<file path="src/hdl/txc_pkg.sv">
package txc_pkg;

  // ----------------------------------------------------------------
  // register map (byte addresses)
  // ----------------------------------------------------------------
  localparam int          TXC_ADR_W            = 8;
  localparam logic [7:0]  TXC_ADR_CLOCK_SELECT = 8'h00;
  localparam logic [7:0]  TXC_ADR_LINE_IF_CTRL = 8'h04;
  localparam logic [7:0]  TXC_ADR_SYNC_MUX     = 8'h08;
  localparam logic [7:0]  TXC_ADR_BACKPLANE    = 8'h0c;
  localparam logic [7:0]  TXC_ADR_STATUS       = 8'h10;

  // ----------------------------------------------------------------
  // field positions
  // ----------------------------------------------------------------
  localparam int          TXC_CSS_LSB          = 0;
  localparam int          TXC_FORCE_SIGNAL_LOSS_TX_BIT    = 7;
  localparam int          TXC_RAIL_BIT         = 6;
  localparam int          TXC_LB_LSB           = 4;
  localparam int          TXC_SYNC_DIRECTION_INVERT_BIT     = 4;
  localparam int          TXC_HIGH_SPEED_BIT   = 0;
  localparam int          TXC_LIU_SR_BIT       = 1;

  // ----------------------------------------------------------------
  // reset values
  // ----------------------------------------------------------------
  localparam logic [7:0]  TXC_RST_CLOCK_SELECT = 8'h11;
  localparam logic [7:0]  TXC_RST_LINE_IF_CTRL = 8'h00;
  localparam logic [7:0]  TXC_RST_SYNC_MUX     = 8'h00;
  localparam logic [7:0]  TXC_RST_BACKPLANE    = 8'h00;

  // ----------------------------------------------------------------
  // frame timing counts
  // ----------------------------------------------------------------
  localparam int          TXC_FRAME_BITS       = 193;
  localparam int          TXC_FRAMES_PER_MF    = 24;

  // ----------------------------------------------------------------
  // synchroniser lanes
  // ----------------------------------------------------------------
  localparam int          TXC_NSYNC            = 7;
  localparam int          TXC_S_REC_CLK        = 0;
  localparam int          TXC_S_PLL_CLK        = 1;
  localparam int          TXC_S_EXT_CLK        = 2;
  localparam int          TXC_S_TX_PCM         = 3;
  localparam int          TXC_S_RX_LINE        = 4;
  localparam int          TXC_S_FSYNC          = 5;
  localparam int          TXC_S_MFSYNC         = 6;

  typedef enum logic [1:0] {
    TXC_SRC_LOOP   = 2'b00,
    TXC_SRC_EXT    = 2'b01,
    TXC_SRC_PLL    = 2'b10,
    TXC_SRC_LOOP_B = 2'b11
  } txc_src_t;

  typedef enum logic [1:0] {
    TXC_LB_NONE    = 2'b00,
    TXC_LB_LOCAL   = 2'b01,
    TXC_LB_REMOTE  = 2'b10,
    TXC_LB_PAYLOAD = 2'b11
  } txc_lb_t;

endpackage

</file>
<file path="src/hdl/txc_tx_clock_loop.sv">
// Design decisions made here: the address map and the Wishbone register port.
`timescale 1ns/100ps

module txc_tx_clock_loop
  import txc_pkg::*;
#(
  parameter int FRAME_BITS    = TXC_FRAME_BITS,
  parameter int FRAMES_PER_MF = TXC_FRAMES_PER_MF
) (
  // clock and reset
  input  wire logic                 CLOCK_I,
  input  wire logic                 RESET_I,
  // wishbone slave
  input  wire logic                 WB_CYC_I,
  input  wire logic                 WB_STB_I,
  input  wire logic                 WB_WE_I,
  input  wire logic [TXC_ADR_W-1:0] WB_ADR_I,
  input  wire logic [3:0]           WB_SEL_I,
  input  wire logic [31:0]          WB_DAT_I,
  output logic      [31:0]          WB_DAT_O,
  output logic                      WB_ACK_O,
  // timing sources
  input  wire logic                 RECOVERED_CLK_I,
  input  wire logic                 PLL_CLK_I,
  // two-way timing pins
  input  wire logic                 TX_SERIAL_CLOCK_I,
  output logic                      TX_SERIAL_CLOCK_O,
  output logic                      TX_SERIAL_CLOCK_OE_O,
  input  wire logic                 TX_FRAME_SYNC_I,
  output logic                      TX_FRAME_SYNC_O,
  output logic                      TX_FRAME_SYNC_OE_O,
  input  wire logic                 TX_MULTIFRAME_SYNC_I,
  output logic                      TX_MULTIFRAME_SYNC_O,
  output logic                      TX_MULTIFRAME_SYNC_OE_O,
  // data
  input  wire logic                 TX_PCM_I,
  input  wire logic                 RX_LINE_I,
  output logic                      RX_PCM_O,
  output logic                      TX_LINE_POS_O,
  output logic                      TX_LINE_NEG_O
);

  // ----------------------------------------------------------------
  // declarations
  // ----------------------------------------------------------------
  logic [7:0]           tx_clock_select;
  logic [7:0]           line_interface_control;
  logic [7:0]           synchronization_mux_register;
  logic [7:0]           backplane_control;
  logic [TXC_NSYNC-1:0] sync1;
  logic [TXC_NSYNC-1:0] sync2;
  logic [TXC_NSYNC-1:0] sync3;
  logic [7:0]           bit_cnt;
  logic [4:0]           frame_cnt;
  logic                 tx_line_bit;
  logic                 serclk_level;
  logic                 fsync_out;
  logic                 mfsync_out;
  logic                 ack;
  logic [31:0]          rdata;

  wire [TXC_NSYNC-1:0] pin_async = {TX_MULTIFRAME_SYNC_I, TX_FRAME_SYNC_I, RX_LINE_I, TX_PCM_I,
                                     TX_SERIAL_CLOCK_I, PLL_CLK_I, RECOVERED_CLK_I};

  // ----------------------------------------------------------------
  // register fields
  // ----------------------------------------------------------------
  wire txc_src_t tx_timing_source_select = txc_src_t'(tx_clock_select[TXC_CSS_LSB +: 2]);
  wire txc_lb_t  framer_loopback_select  = txc_lb_t'(line_interface_control[TXC_LB_LSB +: 2]);
  wire           force_signal_loss_tx    = line_interface_control[TXC_FORCE_SIGNAL_LOSS_TX_BIT];
  wire           sync_direction_invert   = synchronization_mux_register[TXC_SYNC_DIRECTION_INVERT_BIT];
  wire           high_speed_mode         = backplane_control[TXC_HIGH_SPEED_BIT];
  wire           liu_single_rail         = backplane_control[TXC_LIU_SR_BIT];
  wire           single_rail             = line_interface_control[TXC_RAIL_BIT] & liu_single_rail;

  // ----------------------------------------------------------------
  // wishbone decode
  // ----------------------------------------------------------------
  wire       req        = WB_CYC_I & WB_STB_I & ~ack;
  wire       wr         = req & WB_WE_I & WB_SEL_I[0];
  wire       hit_csr    = (WB_ADR_I == TXC_ADR_CLOCK_SELECT);
  wire       hit_line_interface_control   = (WB_ADR_I == TXC_ADR_LINE_IF_CTRL);
  wire       hit_smr    = (WB_ADR_I == TXC_ADR_SYNC_MUX);
  wire       hit_bpc    = (WB_ADR_I == TXC_ADR_BACKPLANE);
  wire       hit_stat   = (WB_ADR_I == TXC_ADR_STATUS);
  wire [7:0] wbyte      = WB_DAT_I[7:0];
  wire [7:0] next_line_interface_control  = {wbyte[7], wbyte[TXC_RAIL_BIT] & liu_single_rail, wbyte[5:0]};
  wire [7:0] status     = {2'b00, fsync_out, tx_line_bit, TX_FRAME_SYNC_OE_O,
                           TX_SERIAL_CLOCK_OE_O, tx_timing_source_select};
  wire [7:0] next_rbyte = hit_csr  ? tx_clock_select :
                          hit_line_interface_control ? line_interface_control :
                          hit_smr  ? synchronization_mux_register :
                          hit_bpc  ? backplane_control :
                          hit_stat ? status : 8'h00;

  // ----------------------------------------------------------------
  // bus answer
  // ----------------------------------------------------------------
  always_ff @(posedge CLOCK_I) begin
    if (RESET_I) begin
      ack   <= 1'b0;
      rdata <= 32'h0000_0000;
    end else begin
      ack   <= req;
      rdata <= req ? {24'h00_0000, next_rbyte} : 32'h0000_0000;
    end
  end

  assign WB_ACK_O = ack;
  assign WB_DAT_O = rdata;

  // ----------------------------------------------------------------
  // registers
  // ----------------------------------------------------------------
  always_ff @(posedge CLOCK_I) begin
    if (RESET_I) begin
      tx_clock_select              <= TXC_RST_CLOCK_SELECT;
      line_interface_control       <= TXC_RST_LINE_IF_CTRL;
      synchronization_mux_register <= TXC_RST_SYNC_MUX;
      backplane_control            <= TXC_RST_BACKPLANE;
    end else if (wr) begin
      if (hit_csr) begin
        tx_clock_select <= wbyte;
      end
      if (hit_line_interface_control) begin
        line_interface_control <= next_line_interface_control;
      end
      if (hit_smr) begin
        synchronization_mux_register <= wbyte;
      end
      if (hit_bpc) begin
        backplane_control <= wbyte;
      end
    end
  end

  // ----------------------------------------------------------------
  // pin synchronisers
  // ----------------------------------------------------------------
  genvar g;
  generate
    for (g = 0; g < TXC_NSYNC; g++) begin : g_sync
      always_ff @(posedge CLOCK_I) begin
        if (RESET_I) begin
          sync1[g] <= 1'b0;
          sync2[g] <= 1'b0;
          sync3[g] <= 1'b0;
        end else begin
          sync1[g] <= pin_async[g];
          sync2[g] <= sync1[g];
          sync3[g] <= sync2[g];
        end
      end
    end
  endgenerate

  // ----------------------------------------------------------------
  // timing source selection
  // ----------------------------------------------------------------
  wire use_ext = high_speed_mode | (tx_timing_source_select == TXC_SRC_EXT);
  wire use_pll = ~use_ext & (tx_timing_source_select == TXC_SRC_PLL);
  wire use_rec = ~use_ext & ~use_pll;
  wire sel_now = use_ext ? sync2[TXC_S_EXT_CLK] :
                 use_pll ? sync2[TXC_S_PLL_CLK] : sync2[TXC_S_REC_CLK];
  wire sel_old = use_ext ? sync3[TXC_S_EXT_CLK] :
                 use_pll ? sync3[TXC_S_PLL_CLK] : sync3[TXC_S_REC_CLK];
  wire tx_tick = sel_now & ~sel_old;

  wire tx_pcm   = sync2[TXC_S_TX_PCM];
  wire rx_line  = sync2[TXC_S_RX_LINE];
  wire fs_rise  = sync2[TXC_S_FSYNC] & ~sync3[TXC_S_FSYNC];
  wire sync_out = ~high_speed_mode & sync_direction_invert;

  assign TX_SERIAL_CLOCK_OE_O    = ~use_ext;
  assign TX_SERIAL_CLOCK_O       = serclk_level;
  assign TX_FRAME_SYNC_OE_O      = sync_out;
  assign TX_MULTIFRAME_SYNC_OE_O = sync_out;
  assign TX_FRAME_SYNC_O         = fsync_out;
  assign TX_MULTIFRAME_SYNC_O    = mfsync_out;

  // ----------------------------------------------------------------
  // transmit frame timing
  // ----------------------------------------------------------------
  wire last_bit   = (bit_cnt == 8'(FRAME_BITS - 1));
  wire last_frame = (frame_cnt == 5'(FRAMES_PER_MF - 1));

  always_ff @(posedge CLOCK_I) begin
    if (RESET_I) begin
      bit_cnt      <= 8'h00;
      frame_cnt    <= 5'h00;
      serclk_level <= 1'b0;
      fsync_out    <= 1'b0;
      mfsync_out   <= 1'b0;
    end else begin
      serclk_level <= sel_now;
      if (~sync_out & fs_rise) begin
        bit_cnt   <= 8'h00;
        frame_cnt <= 5'h00;
      end else if (tx_tick) begin
        bit_cnt <= last_bit ? 8'h00 : bit_cnt + 8'h01;
        if (last_bit) begin
          frame_cnt <= last_frame ? 5'h00 : frame_cnt + 5'h01;
        end
      end
      if (tx_tick) begin
        fsync_out  <= (bit_cnt == 8'h00);
        mfsync_out <= (bit_cnt == 8'h00) & (frame_cnt == 5'h00);
      end
    end
  end

  // ----------------------------------------------------------------
  // loopback and line data paths
  // ----------------------------------------------------------------
  logic next_tx_bit;
  logic next_rx_pcm;

  always_comb begin
    next_tx_bit = tx_pcm;
    next_rx_pcm = rx_line;
    unique case (framer_loopback_select)
      TXC_LB_NONE: begin
        next_tx_bit = tx_pcm;
        next_rx_pcm = rx_line;
      end
      TXC_LB_LOCAL: begin
        next_tx_bit = 1'b1;
        next_rx_pcm = tx_pcm;
      end
      TXC_LB_REMOTE: begin
        next_tx_bit = rx_line;
        next_rx_pcm = rx_line;
      end
      TXC_LB_PAYLOAD: begin
        next_tx_bit = (bit_cnt == 8'h00) ? tx_pcm : rx_line;
        next_rx_pcm = rx_line;
      end
    endcase
    if (force_signal_loss_tx) begin
      next_tx_bit = 1'b0;
    end
  end

  always_ff @(posedge CLOCK_I) begin
    if (RESET_I) begin
      tx_line_bit <= 1'b0;
      RX_PCM_O    <= 1'b0;
    end else if (tx_tick) begin
      tx_line_bit <= next_tx_bit;
      RX_PCM_O    <= next_rx_pcm;
    end
  end

  // ----------------------------------------------------------------
  // rail encoder
  // ----------------------------------------------------------------
  txc_rail_enc u_rail (
    .clk_i         (CLOCK_I),
    .rst_i         (RESET_I),
    .tick_i        (tx_tick),
    .bit_i         (next_tx_bit),
    .single_rail_i (single_rail),
    .pos_o         (TX_LINE_POS_O),
    .neg_o         (TX_LINE_NEG_O)
  );

  // ----------------------------------------------------------------
  // assertions
  // ----------------------------------------------------------------
  AST_LOOP_TIMING: assert property (@(posedge CLOCK_I) disable iff (RESET_I)
    (~high_speed_mode && (tx_timing_source_select inside {TXC_SRC_LOOP, TXC_SRC_LOOP_B}))
    |-> (TX_SERIAL_CLOCK_OE_O && (tx_tick == (sync2[TXC_S_REC_CLK] & ~sync3[TXC_S_REC_CLK]))))
    else $error("loop timing source or pin direction wrong");

  AST_EXT_TIMING: assert property (@(posedge CLOCK_I) disable iff (RESET_I)
    (tx_timing_source_select == TXC_SRC_EXT)
    |-> (!TX_SERIAL_CLOCK_OE_O && (tx_tick == (sync2[TXC_S_EXT_CLK] & ~sync3[TXC_S_EXT_CLK]))))
    else $error("external timing source or pin direction wrong");

  AST_PLL_TIMING: assert property (@(posedge CLOCK_I) disable iff (RESET_I)
    (~high_speed_mode && (tx_timing_source_select == TXC_SRC_PLL))
    |-> (TX_SERIAL_CLOCK_OE_O && (tx_tick == (sync2[TXC_S_PLL_CLK] & ~sync3[TXC_S_PLL_CLK]))))
    else $error("pll timing source or pin direction wrong");

  AST_HIGH_SPEED_INPUTS: assert property (@(posedge CLOCK_I) disable iff (RESET_I)
    high_speed_mode
    |-> !(TX_SERIAL_CLOCK_OE_O || TX_FRAME_SYNC_OE_O || TX_MULTIFRAME_SYNC_OE_O))
    else $error("timing pin driven in high-speed mode");

  AST_SYNC_DIRECTION: assert property (@(posedge CLOCK_I) disable iff (RESET_I)
    !high_speed_mode
    |-> (TX_FRAME_SYNC_OE_O == sync_direction_invert)
        && (TX_MULTIFRAME_SYNC_OE_O == sync_direction_invert))
    else $error("sync pin direction does not follow invert bit");

  AST_FORCE_LOSS: assert property (@(posedge CLOCK_I) disable iff (RESET_I)
    (tx_tick && force_signal_loss_tx) |=> !tx_line_bit)
    else $error("loss pattern not sent");

  AST_RAIL_GUARD: assert property (@(posedge CLOCK_I) disable iff (RESET_I)
    (wr && hit_line_interface_control && !liu_single_rail) |=> !line_interface_control[TXC_RAIL_BIT])
    else $error("single rail set without global single rail");

  AST_NORMAL_PATH: assert property (@(posedge CLOCK_I) disable iff (RESET_I)
    (tx_tick && !force_signal_loss_tx && framer_loopback_select == TXC_LB_NONE)
    |=> (tx_line_bit == $past(tx_pcm)) && (RX_PCM_O == $past(rx_line)))
    else $error("normal path broken");

  AST_LOCAL_RX: assert property (@(posedge CLOCK_I) disable iff (RESET_I)
    (tx_tick && framer_loopback_select == TXC_LB_LOCAL) |=> (RX_PCM_O == $past(tx_pcm)))
    else $error("local loopback receive data wrong");

  AST_LOCAL_ONES: assert property (@(posedge CLOCK_I) disable iff (RESET_I)
    (tx_tick && !force_signal_loss_tx && framer_loopback_select == TXC_LB_LOCAL)
    |=> tx_line_bit)
    else $error("all ones not sent in local loopback");

  AST_REMOTE_LOOP: assert property (@(posedge CLOCK_I) disable iff (RESET_I)
    (tx_tick && !force_signal_loss_tx && framer_loopback_select == TXC_LB_REMOTE)
    |=> (tx_line_bit == $past(rx_line)))
    else $error("remote loopback data wrong");

  AST_PAYLOAD_LOOP: assert property (@(posedge CLOCK_I) disable iff (RESET_I)
    (tx_tick && !force_signal_loss_tx && framer_loopback_select == TXC_LB_PAYLOAD
     && bit_cnt != 8'h00) |=> (tx_line_bit == $past(rx_line)))
    else $error("payload loopback data wrong");

  AST_RESERVED_QUIET: assert property (@(posedge CLOCK_I) disable iff (RESET_I)
    (wr && hit_csr && wbyte[1:0] == tx_clock_select[1:0])
    |=> $stable(tx_timing_source_select) && $stable(TX_SERIAL_CLOCK_OE_O))
    else $error("reserved write changed clock selection");

endmodule // txc_tx_clock_loop

</file>
<file path="src/hdl/txc_rail_enc.sv">
`timescale 1ns/100ps

// ------------------------------------------------------------------
// rail encoder: single rail or alternating dual rail
// ------------------------------------------------------------------
module txc_rail_enc (
  // clock and reset
  input  wire logic clk_i,
  input  wire logic rst_i,
  // bit stream
  input  wire logic tick_i,
  input  wire logic bit_i,
  input  wire logic single_rail_i,
  // rails
  output logic      pos_o,
  output logic      neg_o
);

  logic polarity;

  // ----------------------------------------------------------------
  // rail outputs
  // ----------------------------------------------------------------
  always_ff @(posedge clk_i) begin
    if (rst_i) begin
      pos_o    <= 1'b0;
      neg_o    <= 1'b0;
      polarity <= 1'b0;
    end else if (tick_i) begin
      if (single_rail_i) begin
        pos_o <= bit_i;
        neg_o <= 1'b0;
      end else begin
        pos_o <= bit_i & ~polarity;
        neg_o <= bit_i & polarity;
        if (bit_i) begin
          polarity <= ~polarity;
        end
      end
    end
  end

endmodule // txc_rail_enc

</file>
<file path="config.mk">
export PLATFORM = sky130hd
export DESIGN_NAME = txc_tx_clock_loop
export DESIGN_NICKNAME = d
export VERILOG_FILES = /design/src/hdl/txc_pkg.sv /design/src/hdl/txc_tx_clock_loop.sv /design/src/hdl/txc_rail_enc.sv
export SDC_FILE = /design/constraint.sdc
export NUM_CORES = 1
export LEC_CHECK = 0
export BUFFER_PORTS_ARGS = -buffer_cell sky130_fd_sc_hd__buf_2
export CAP_MARGIN = 10
export CORE_MARGIN = 2
export CORE_UTILIZATION = 56
export DETAILED_ROUTE_END_ITERATION = 12
export MAX_ROUTING_LAYER = met4
export PLACE_DENSITY = 0.85
export SLEW_MARGIN = 20
export SYNTH_ARGS = -nofsm -noshare
export SYNTH_HDL_FRONTEND = slang
export SYNTH_SLANG_ARGS = --single-unit
</file>
<file path="constraint.sdc">
create_clock -name CLOCK_I -period 3.3 [get_ports CLOCK_I]
set_clock_uncertainty 0.15 [all_clocks]
set_input_delay 0.165 -clock CLOCK_I [delete_from_list [all_inputs] [get_ports CLOCK_I]]
set_output_delay 0.165 -clock CLOCK_I [all_outputs]
set_load 0.005 [all_outputs]
</file>
==> impl_metrics.env, run 1 <==
export IMPL_status="finished clean"
export IMPL_avgSynthCellArea_um2=9.16
export IMPL_setup_ws_ps=738
export IMPL_cp_cell_sequence="mux2i_1 -> a22o_1 -> o211ai_2 -> o21ai_1 -> a21oi_1"
export IMPL_synth_seq_area_share_pct=43.5
export IMPL_utilization_pct=65.5
export IMPL_combPwrFrac_pct=6.0
export IMPL_clockBufferDepth=2
export IMPL_async_reset_ff_share_pct=0
export IMPL_worstHoldStart="WB_ADR_I[6]"
export IMPL_syn2layout_area_growth_pct=14.5
export IMPL_yosys_most_used_dff="dfxtp_1"
export IMPL_cp_max_fo=29
export IMPL_period_minus_slack_ps=2560
export IMPL_syn_area_mm2=0.00359
export IMPL_p_switching_uw=411
export IMPL_numCtsBuffers=9
export IMPL_num_rows=29
export IMPL_crit_type="reg2reg"
export IMPL_yosysTopAreaCell="dfxtp_1"
export IMPL_synth_warnings=0
export IMPL_antenna_found_initial=0
export IMPL_p_int_mw=1.55
export IMPL_worst_path_largest_cell_delay_ps=840
export IMPL_start_kind="flip-flop"
export IMPL_powerDensity_mw_per_mm2=476
export IMPL_synth_cell_type_count=55
export IMPL_core_mm2=0.00628
export IMPL_fin_setup_tns_ps=0
export IMPL_dp_hpwl_mm=4.84
export IMPL_dp_cells=495
export IMPL_fin_total_pwr_mw=1.96
export IMPL_p_leak_nw=1.88
export IMPL_wl_mm=7.52
export IMPL_r2r_start="tx_clock_select[1]"
export IMPL_cp_required_ps=3430
export IMPL_final_hold_viol_count=0
export IMPL_pre_cts_ws_ps=717
export IMPL_drive_gt1_share_pct=16.4
export IMPL_drtIter0Drc=179
export IMPL_fin_cells=527
export IMPL_rsz0062_at_grt="false"
export IMPL_drc=0
export IMPL_insertion_delay_ps=360
export IMPL_syn_inst=392
export IMPL_design_area_mm2=0.00411
export IMPL_r2r_end="bit_cnt[2]"
export IMPL_worstMarginPinSlew_ps=1050
export IMPL_synth_area_leaders="dfxtp_1, mux2i_1, nor2_1, buf_4, nor2b_1"
export IMPL_fmax_mhz=390
export IMPL_clockRootBuffer="clkbuf_8"
export IMPL_fp_dieH_um=84.1
export IMPL_finalSetupViolations=0
export IMPL_grt_pass1_vias=2796
export IMPL_h_tree_depth=3
export IMPL_wire_per_inst_um=14.3
export IMPL_firstDrtPassIters=4
export IMPL_pwr_share_clk_pct=45.1
export IMPL_crit_slowest_cell="o211ai_2"
export IMPL_finalCritPeriodShare_pct=77.6
export IMPL_grt_max_degree=40
export IMPL_hold_buffers=16
export IMPL_synth_edf_count=0
export IMPL_nFillCells=497
export IMPL_hold_depth=4
export IMPL_vias=2868
export IMPL_gp_congestion=0.854
export IMPL_synth_seq_cells=78
export IMPL_whs_endpoint="WB_DAT_O[6]"
export IMPL_synth_top_area_share_pct=43.5
export IMPL_holdCritPathClass="in2reg"
export IMPL_track_usage_pct=23.0
export IMPL_ant_nets=0
export IMPL_io_buffers=45
export IMPL_die_w_um=84.1
export IMPL_initial_core_util_pct=57.2
export IMPL_swShare_pct=21.0
export IMPL_dieArea_mm2=0.00707
export IMPL_critPathArrivalTime_ps=2690
export IMPL_num_antenna_cells=0
export IMPL_worstRegToRegCells=5
export IMPL_pin_count=98
export IMPL_slew_headroom_pct=30.0
export IMPL_drv_cap=0
export IMPL_cp_end_kind="flip-flop"
export IMPL_nNetsFinal=505
export IMPL_power_frac_seq_pct=49.0
export IMPL_reg2reg_slack_ps=740
export IMPL_peakVddDrop_mv=0.290
export IMPL_clk_pin_slew_ps=80
export IMPL_drv_slew=0
export IMPL_grt_first_pass_wirelength_mm=12.6
export IMPL_cts_sinks=78
export IMPL_dpl_instance_area_mm2=0.00370
export IMPL_whs_ps=39.6
export IMPL_grt_overflow_total=0
export IMPL_cts_tree="done"
export IMPL_routed_via_density=5.44
export IMPL_cts_resized=0
export IMPL_post_cts_setup_buffers=0
## logic make-up (layout without fill, tap and decap cells)
| group | count (synthesis) | count (layout) | share of synthesized area (%) |
|---|---|---|---|
| AOI/OAI and AO/OA | 59 | 59 | 10.7 |
| xor gates and xnor gates | 1 | 1 | 0.244 |
| adders and majority gates | 4 | 4 | 1.39 |
| buffers and inverters | 57 | 92 | 9.93 |
| DFF | 78 | 78 | 43.5 |
| muxes | 43 | 43 | 12.0 |
| other | 1 | 24 | 0.104 |
| and+or+nand+nor | 149 | 149 | 22.1 |
## Yosys cell counts (3+ instances only)
cell	n
nand2_1	22
or3_1	3
buf_2	3
nand3b_1	5
nor2b_1	20
mux2i_1	42
a211oi_1	6
o31ai_1	4
clkbuf_1	10
nor3_1	8
ha_1	4
o21ai_0	9
nor2_1	53
dfxtp_1	78
inv_1	14
nand3_1	7
buf_4	26
nor3b_1	3
a21oi_1	23
or4_1	4
## worst max path at each step
| stage | startpoint | end | slack [ps] |
|---|---|---|---|
| final | tx_clock_select[1] | bit_cnt[2] | 740 |
| after global routing | tx_clock_select[1] | bit_cnt[7] | 520 |
| after CTS | tx_clock_select[1] | bit_cnt[2] | 690 |
| after detailed placement | tx_clock_select[1] | bit_cnt[2] | 720 |
| after global placement | tx_clock_select[1] | bit_cnt[7] | 860 |
| after floorplan | bit_cnt[0] | u_rail.polarity | 1140 |
## flip-flops by register name, indices dropped and copies added, names as in the netlist, 4 cells and up
name,cells
synchronization_mux_register,8
sync1,6
WB_DAT_O,8
bit_cnt,8
line_interface_control,8
tx_clock_select,8
backplane_control,8
sync2,4
frame_cnt,5
sync3,4
## cells in the final DEF, fill, tap and decap left out, drive strengths merged, types with 2 or more instances in the layout
master	count
nand4	4
o31ai	4
nand2b	2
clkbuf	13
mux2i	42
or3b	2
o21a	2
a2111oi	2
conb	24
nand3	8
o22a	2
nor2	53
or3	4
and3	2
bufinv	3
and2	2
nand2	22
a211o	2
or4	5
nor3	9
nor2b	20
nand4b	2
buf	46
nor3b	3
dfxtp	78
or2	3
a21oi	23
inv	14
a211oi	6
o21ai	11
ha	4
nand3b	5
dlygate4sd3	16
## layer usage
layer	wire length, µm	vias up	track usage (%)
met4	155	0	10.7
met2	3790	101	39.7
met1	3130	1342	25.1
met3	445	15	5.04
li1	-	1410	-
met5	0	-	-
## final cells by class
type | count | area [µm²] | share of cell area [%]
Multi-Input combinational cell | 280 | 1760 | 42.8
Sequential cell | 78 | 1560 | 38.0
Timing Repair Buffer | 62 | 393 | 9.56
Clock buffer | 13 | 159 | 3.87
Tap cell | 77 | 96.3 | 2.34
Clock inverter | 3 | 90.1 | 2.19
Inverter | 14 | 52.6 | 1.28
## worst max-delay path, delay by kind of cell, from the launching register on
family,cells,cell delay [ps]
mux,1,130
compound gates,4,1700
flops,1,510
## power groups by stage
| stage | sequential [mW] | clock, mW | combinational [mW] |
|---|---|---|---|
| 2_1_floorplan | 0.980 | 0 | 0.0865 |
| 3_3_place_gp | 0.980 | 0 | 0.0969 |
| 3_5_place_dp | 0.981 | 0 | 0.0999 |
| 4_1_cts | 0.959 | 0.886 | 0.116 |
| 5_1_grt | 0.960 | 0.930 | 0.129 |
| 6_report | 0.959 | 0.882 | 0.117 |
No activity file was read; power rests on OpenSTA's default activity.
==> run 2: changes to the inputs <==
--- a/config.mk
+++ b/config.mk
@@ -8,10 +8,10 @@
 export BUFFER_PORTS_ARGS = -buffer_cell sky130_fd_sc_hd__buf_2
 export CAP_MARGIN = 10
 export CORE_MARGIN = 2
-export CORE_UTILIZATION = 56
+export CORE_UTILIZATION = 52
 export DETAILED_ROUTE_END_ITERATION = 12
 export MAX_ROUTING_LAYER = met4
-export PLACE_DENSITY = 0.85
+export PLACE_DENSITY = 0.79
 export SLEW_MARGIN = 20
 export SYNTH_ARGS = -nofsm -noshare
 export SYNTH_HDL_FRONTEND = slang
==> constraint.sdc (replaced) <==
create_clock -name CLOCK_I -period 2.5 [get_ports CLOCK_I]
set_clock_uncertainty 0.15 [all_clocks]
set_input_delay 0.125 -clock CLOCK_I [delete_from_list [all_inputs] [get_ports CLOCK_I]]
set_output_delay 0.125 -clock CLOCK_I [all_outputs]
set_load 0.005 [all_outputs]
==> impl_metrics.env, run 2 (same netlist as run 1, synthesis figures left out) <==
export IMPL_status="finished clean"
export IMPL_dp_cells=504
export IMPL_firstDrtPassIters=4
export IMPL_clk_pin_slew_ps=80
export IMPL_num_antenna_cells=0
export IMPL_powerDensity_mw_per_mm2=583
export IMPL_initial_core_util_pct=53.4
export IMPL_cp_required_ps=2590
export IMPL_fp_dieH_um=87.1
export IMPL_clockBufferDepth=2
export IMPL_pin_count=98
export IMPL_fmax_mhz=429
export IMPL_slew_headroom_pct=50.7
export IMPL_utilization_pct=61.6
export IMPL_numCtsBuffers=9
export IMPL_grt_overflow_total=0
export IMPL_grt_pass1_vias=2620
export IMPL_wl_mm=7.32
export IMPL_wire_per_inst_um=13.6
export IMPL_io_buffers=45
export IMPL_grt_max_degree=56
export IMPL_hold_buffers=18
export IMPL_antenna_found_initial=0
export IMPL_critPathArrivalTime_ps=2430
export IMPL_fin_cells=538
export IMPL_die_w_um=87.1
export IMPL_fin_setup_tns_ps=0
export IMPL_nNetsFinal=513
export IMPL_routed_via_density=5.36
export IMPL_dp_hpwl_mm=4.97
export IMPL_peakVddDrop_mv=0.318
export IMPL_design_area_mm2=0.00414
export IMPL_start_kind="flip-flop"
export IMPL_cp_end_kind="flip-flop"
export IMPL_drive_gt1_share_pct=17.9
export IMPL_dpl_instance_area_mm2=0.00375
export IMPL_vias=2884
export IMPL_drv_slew=0
export IMPL_track_usage_pct=20.9
export IMPL_pre_cts_ws_ps=158
export IMPL_final_cell_mix="dfxtp_1, nor2_1, buf_2"
export IMPL_final_hold_viol_count=0
export IMPL_rsz0062_at_grt="false"
export IMPL_grt_first_pass_wirelength_mm=12.1
export IMPL_fin_total_pwr_mw=2.41
export IMPL_syn2layout_area_growth_pct=15.3
export IMPL_cts_sinks=78
export IMPL_finalCritPeriodShare_pct=93.3
export IMPL_setup_ws_ps=167
export IMPL_p_leak_nw=1.90
export IMPL_layout_commonest_cell="dfxtp_1"
export IMPL_drtIter0Drc=156
export IMPL_cts_tree="done"
export IMPL_gp_congestion=0.874
export IMPL_whs_ps=73.8
export IMPL_dieArea_mm2=0.00758
export IMPL_crit_type="reg2reg"
export IMPL_ant_nets=0
export IMPL_clockRootBuffer="clkbuf_8"
export IMPL_holdCritPathClass="in2reg"
export IMPL_h_tree_depth=3
export IMPL_insertion_delay_ps=350
export IMPL_drv_cap=0
export IMPL_core_mm2=0.00672
export IMPL_drc=0
export IMPL_post_cts_setup_buffers=0
export IMPL_cts_resized=0
export IMPL_period_minus_slack_ps=2330
export IMPL_cp_max_fo=4
export IMPL_num_rows=30
export IMPL_finalSetupViolations=0
export IMPL_worstMarginPinSlew_ps=738
[run 2: cell count changes in the layout (fill, tap and decap cells not counted)]
cell           previous run  this run
inv_6                     0         1
dlygate4sd3_1            16        18
clkinvlp_4                0         1
buf_4                     1         7
clkbuf_1                  2         0
clkinv_2                  0         2
bufinv_16                 3         1
[run 2: layout make-up]
class | instances | area [µm²]
repair buffers | 70 | 458
fillers | 566 | 2580
inverters | 14 | 52.6
clock inverters | 5 | 56.3
well taps | 80 | 100
flip-flops and latches | 78 | 1560
clock buffers | 11 | 151
multi-input cells | 280 | 1760
[run 2: worst max-delay path: stages (launching register included)]
cell and delay, ps:
dfxtp_1 360, inv_1 80, ha_1 140, or4b_4 500, o311ai_2 260, nand3b_1 160
nor3b_1 230, mux2_2 350
[run 2: metal layers]
metal	up-vias	track usage, %	share of wire (%)
li1	1425	-	-
met1	1364	25.9	46
met2	80	32.5	47
met3	15	4.74	4.7
met4	0	9.38	2.6
met5	-	-	0
[run 2: worst paths after layout]
path | from | end | slack, ps | cells past startpoint
setup / recovery | bit_cnt[0] | u_rail.polarity | 170 | 7
hold / removal | WB_ADR_I[6] | WB_DAT_O[3] | 70 | 3
setup reg to reg | bit_cnt[0] | u_rail.polarity | 170 | 7
hold reg to reg | sync1[3] | tx_pcm | 280 | 1
[run 2: report_power, final]
part	leakage [nW]	switching, mW	internal [mW]	total (mW)
clock	0.106	0.473	0.516	0.989
combinational	1.17	0.0901	0.0687	0.159
sequential	0.632	0.00779	1.26	1.27
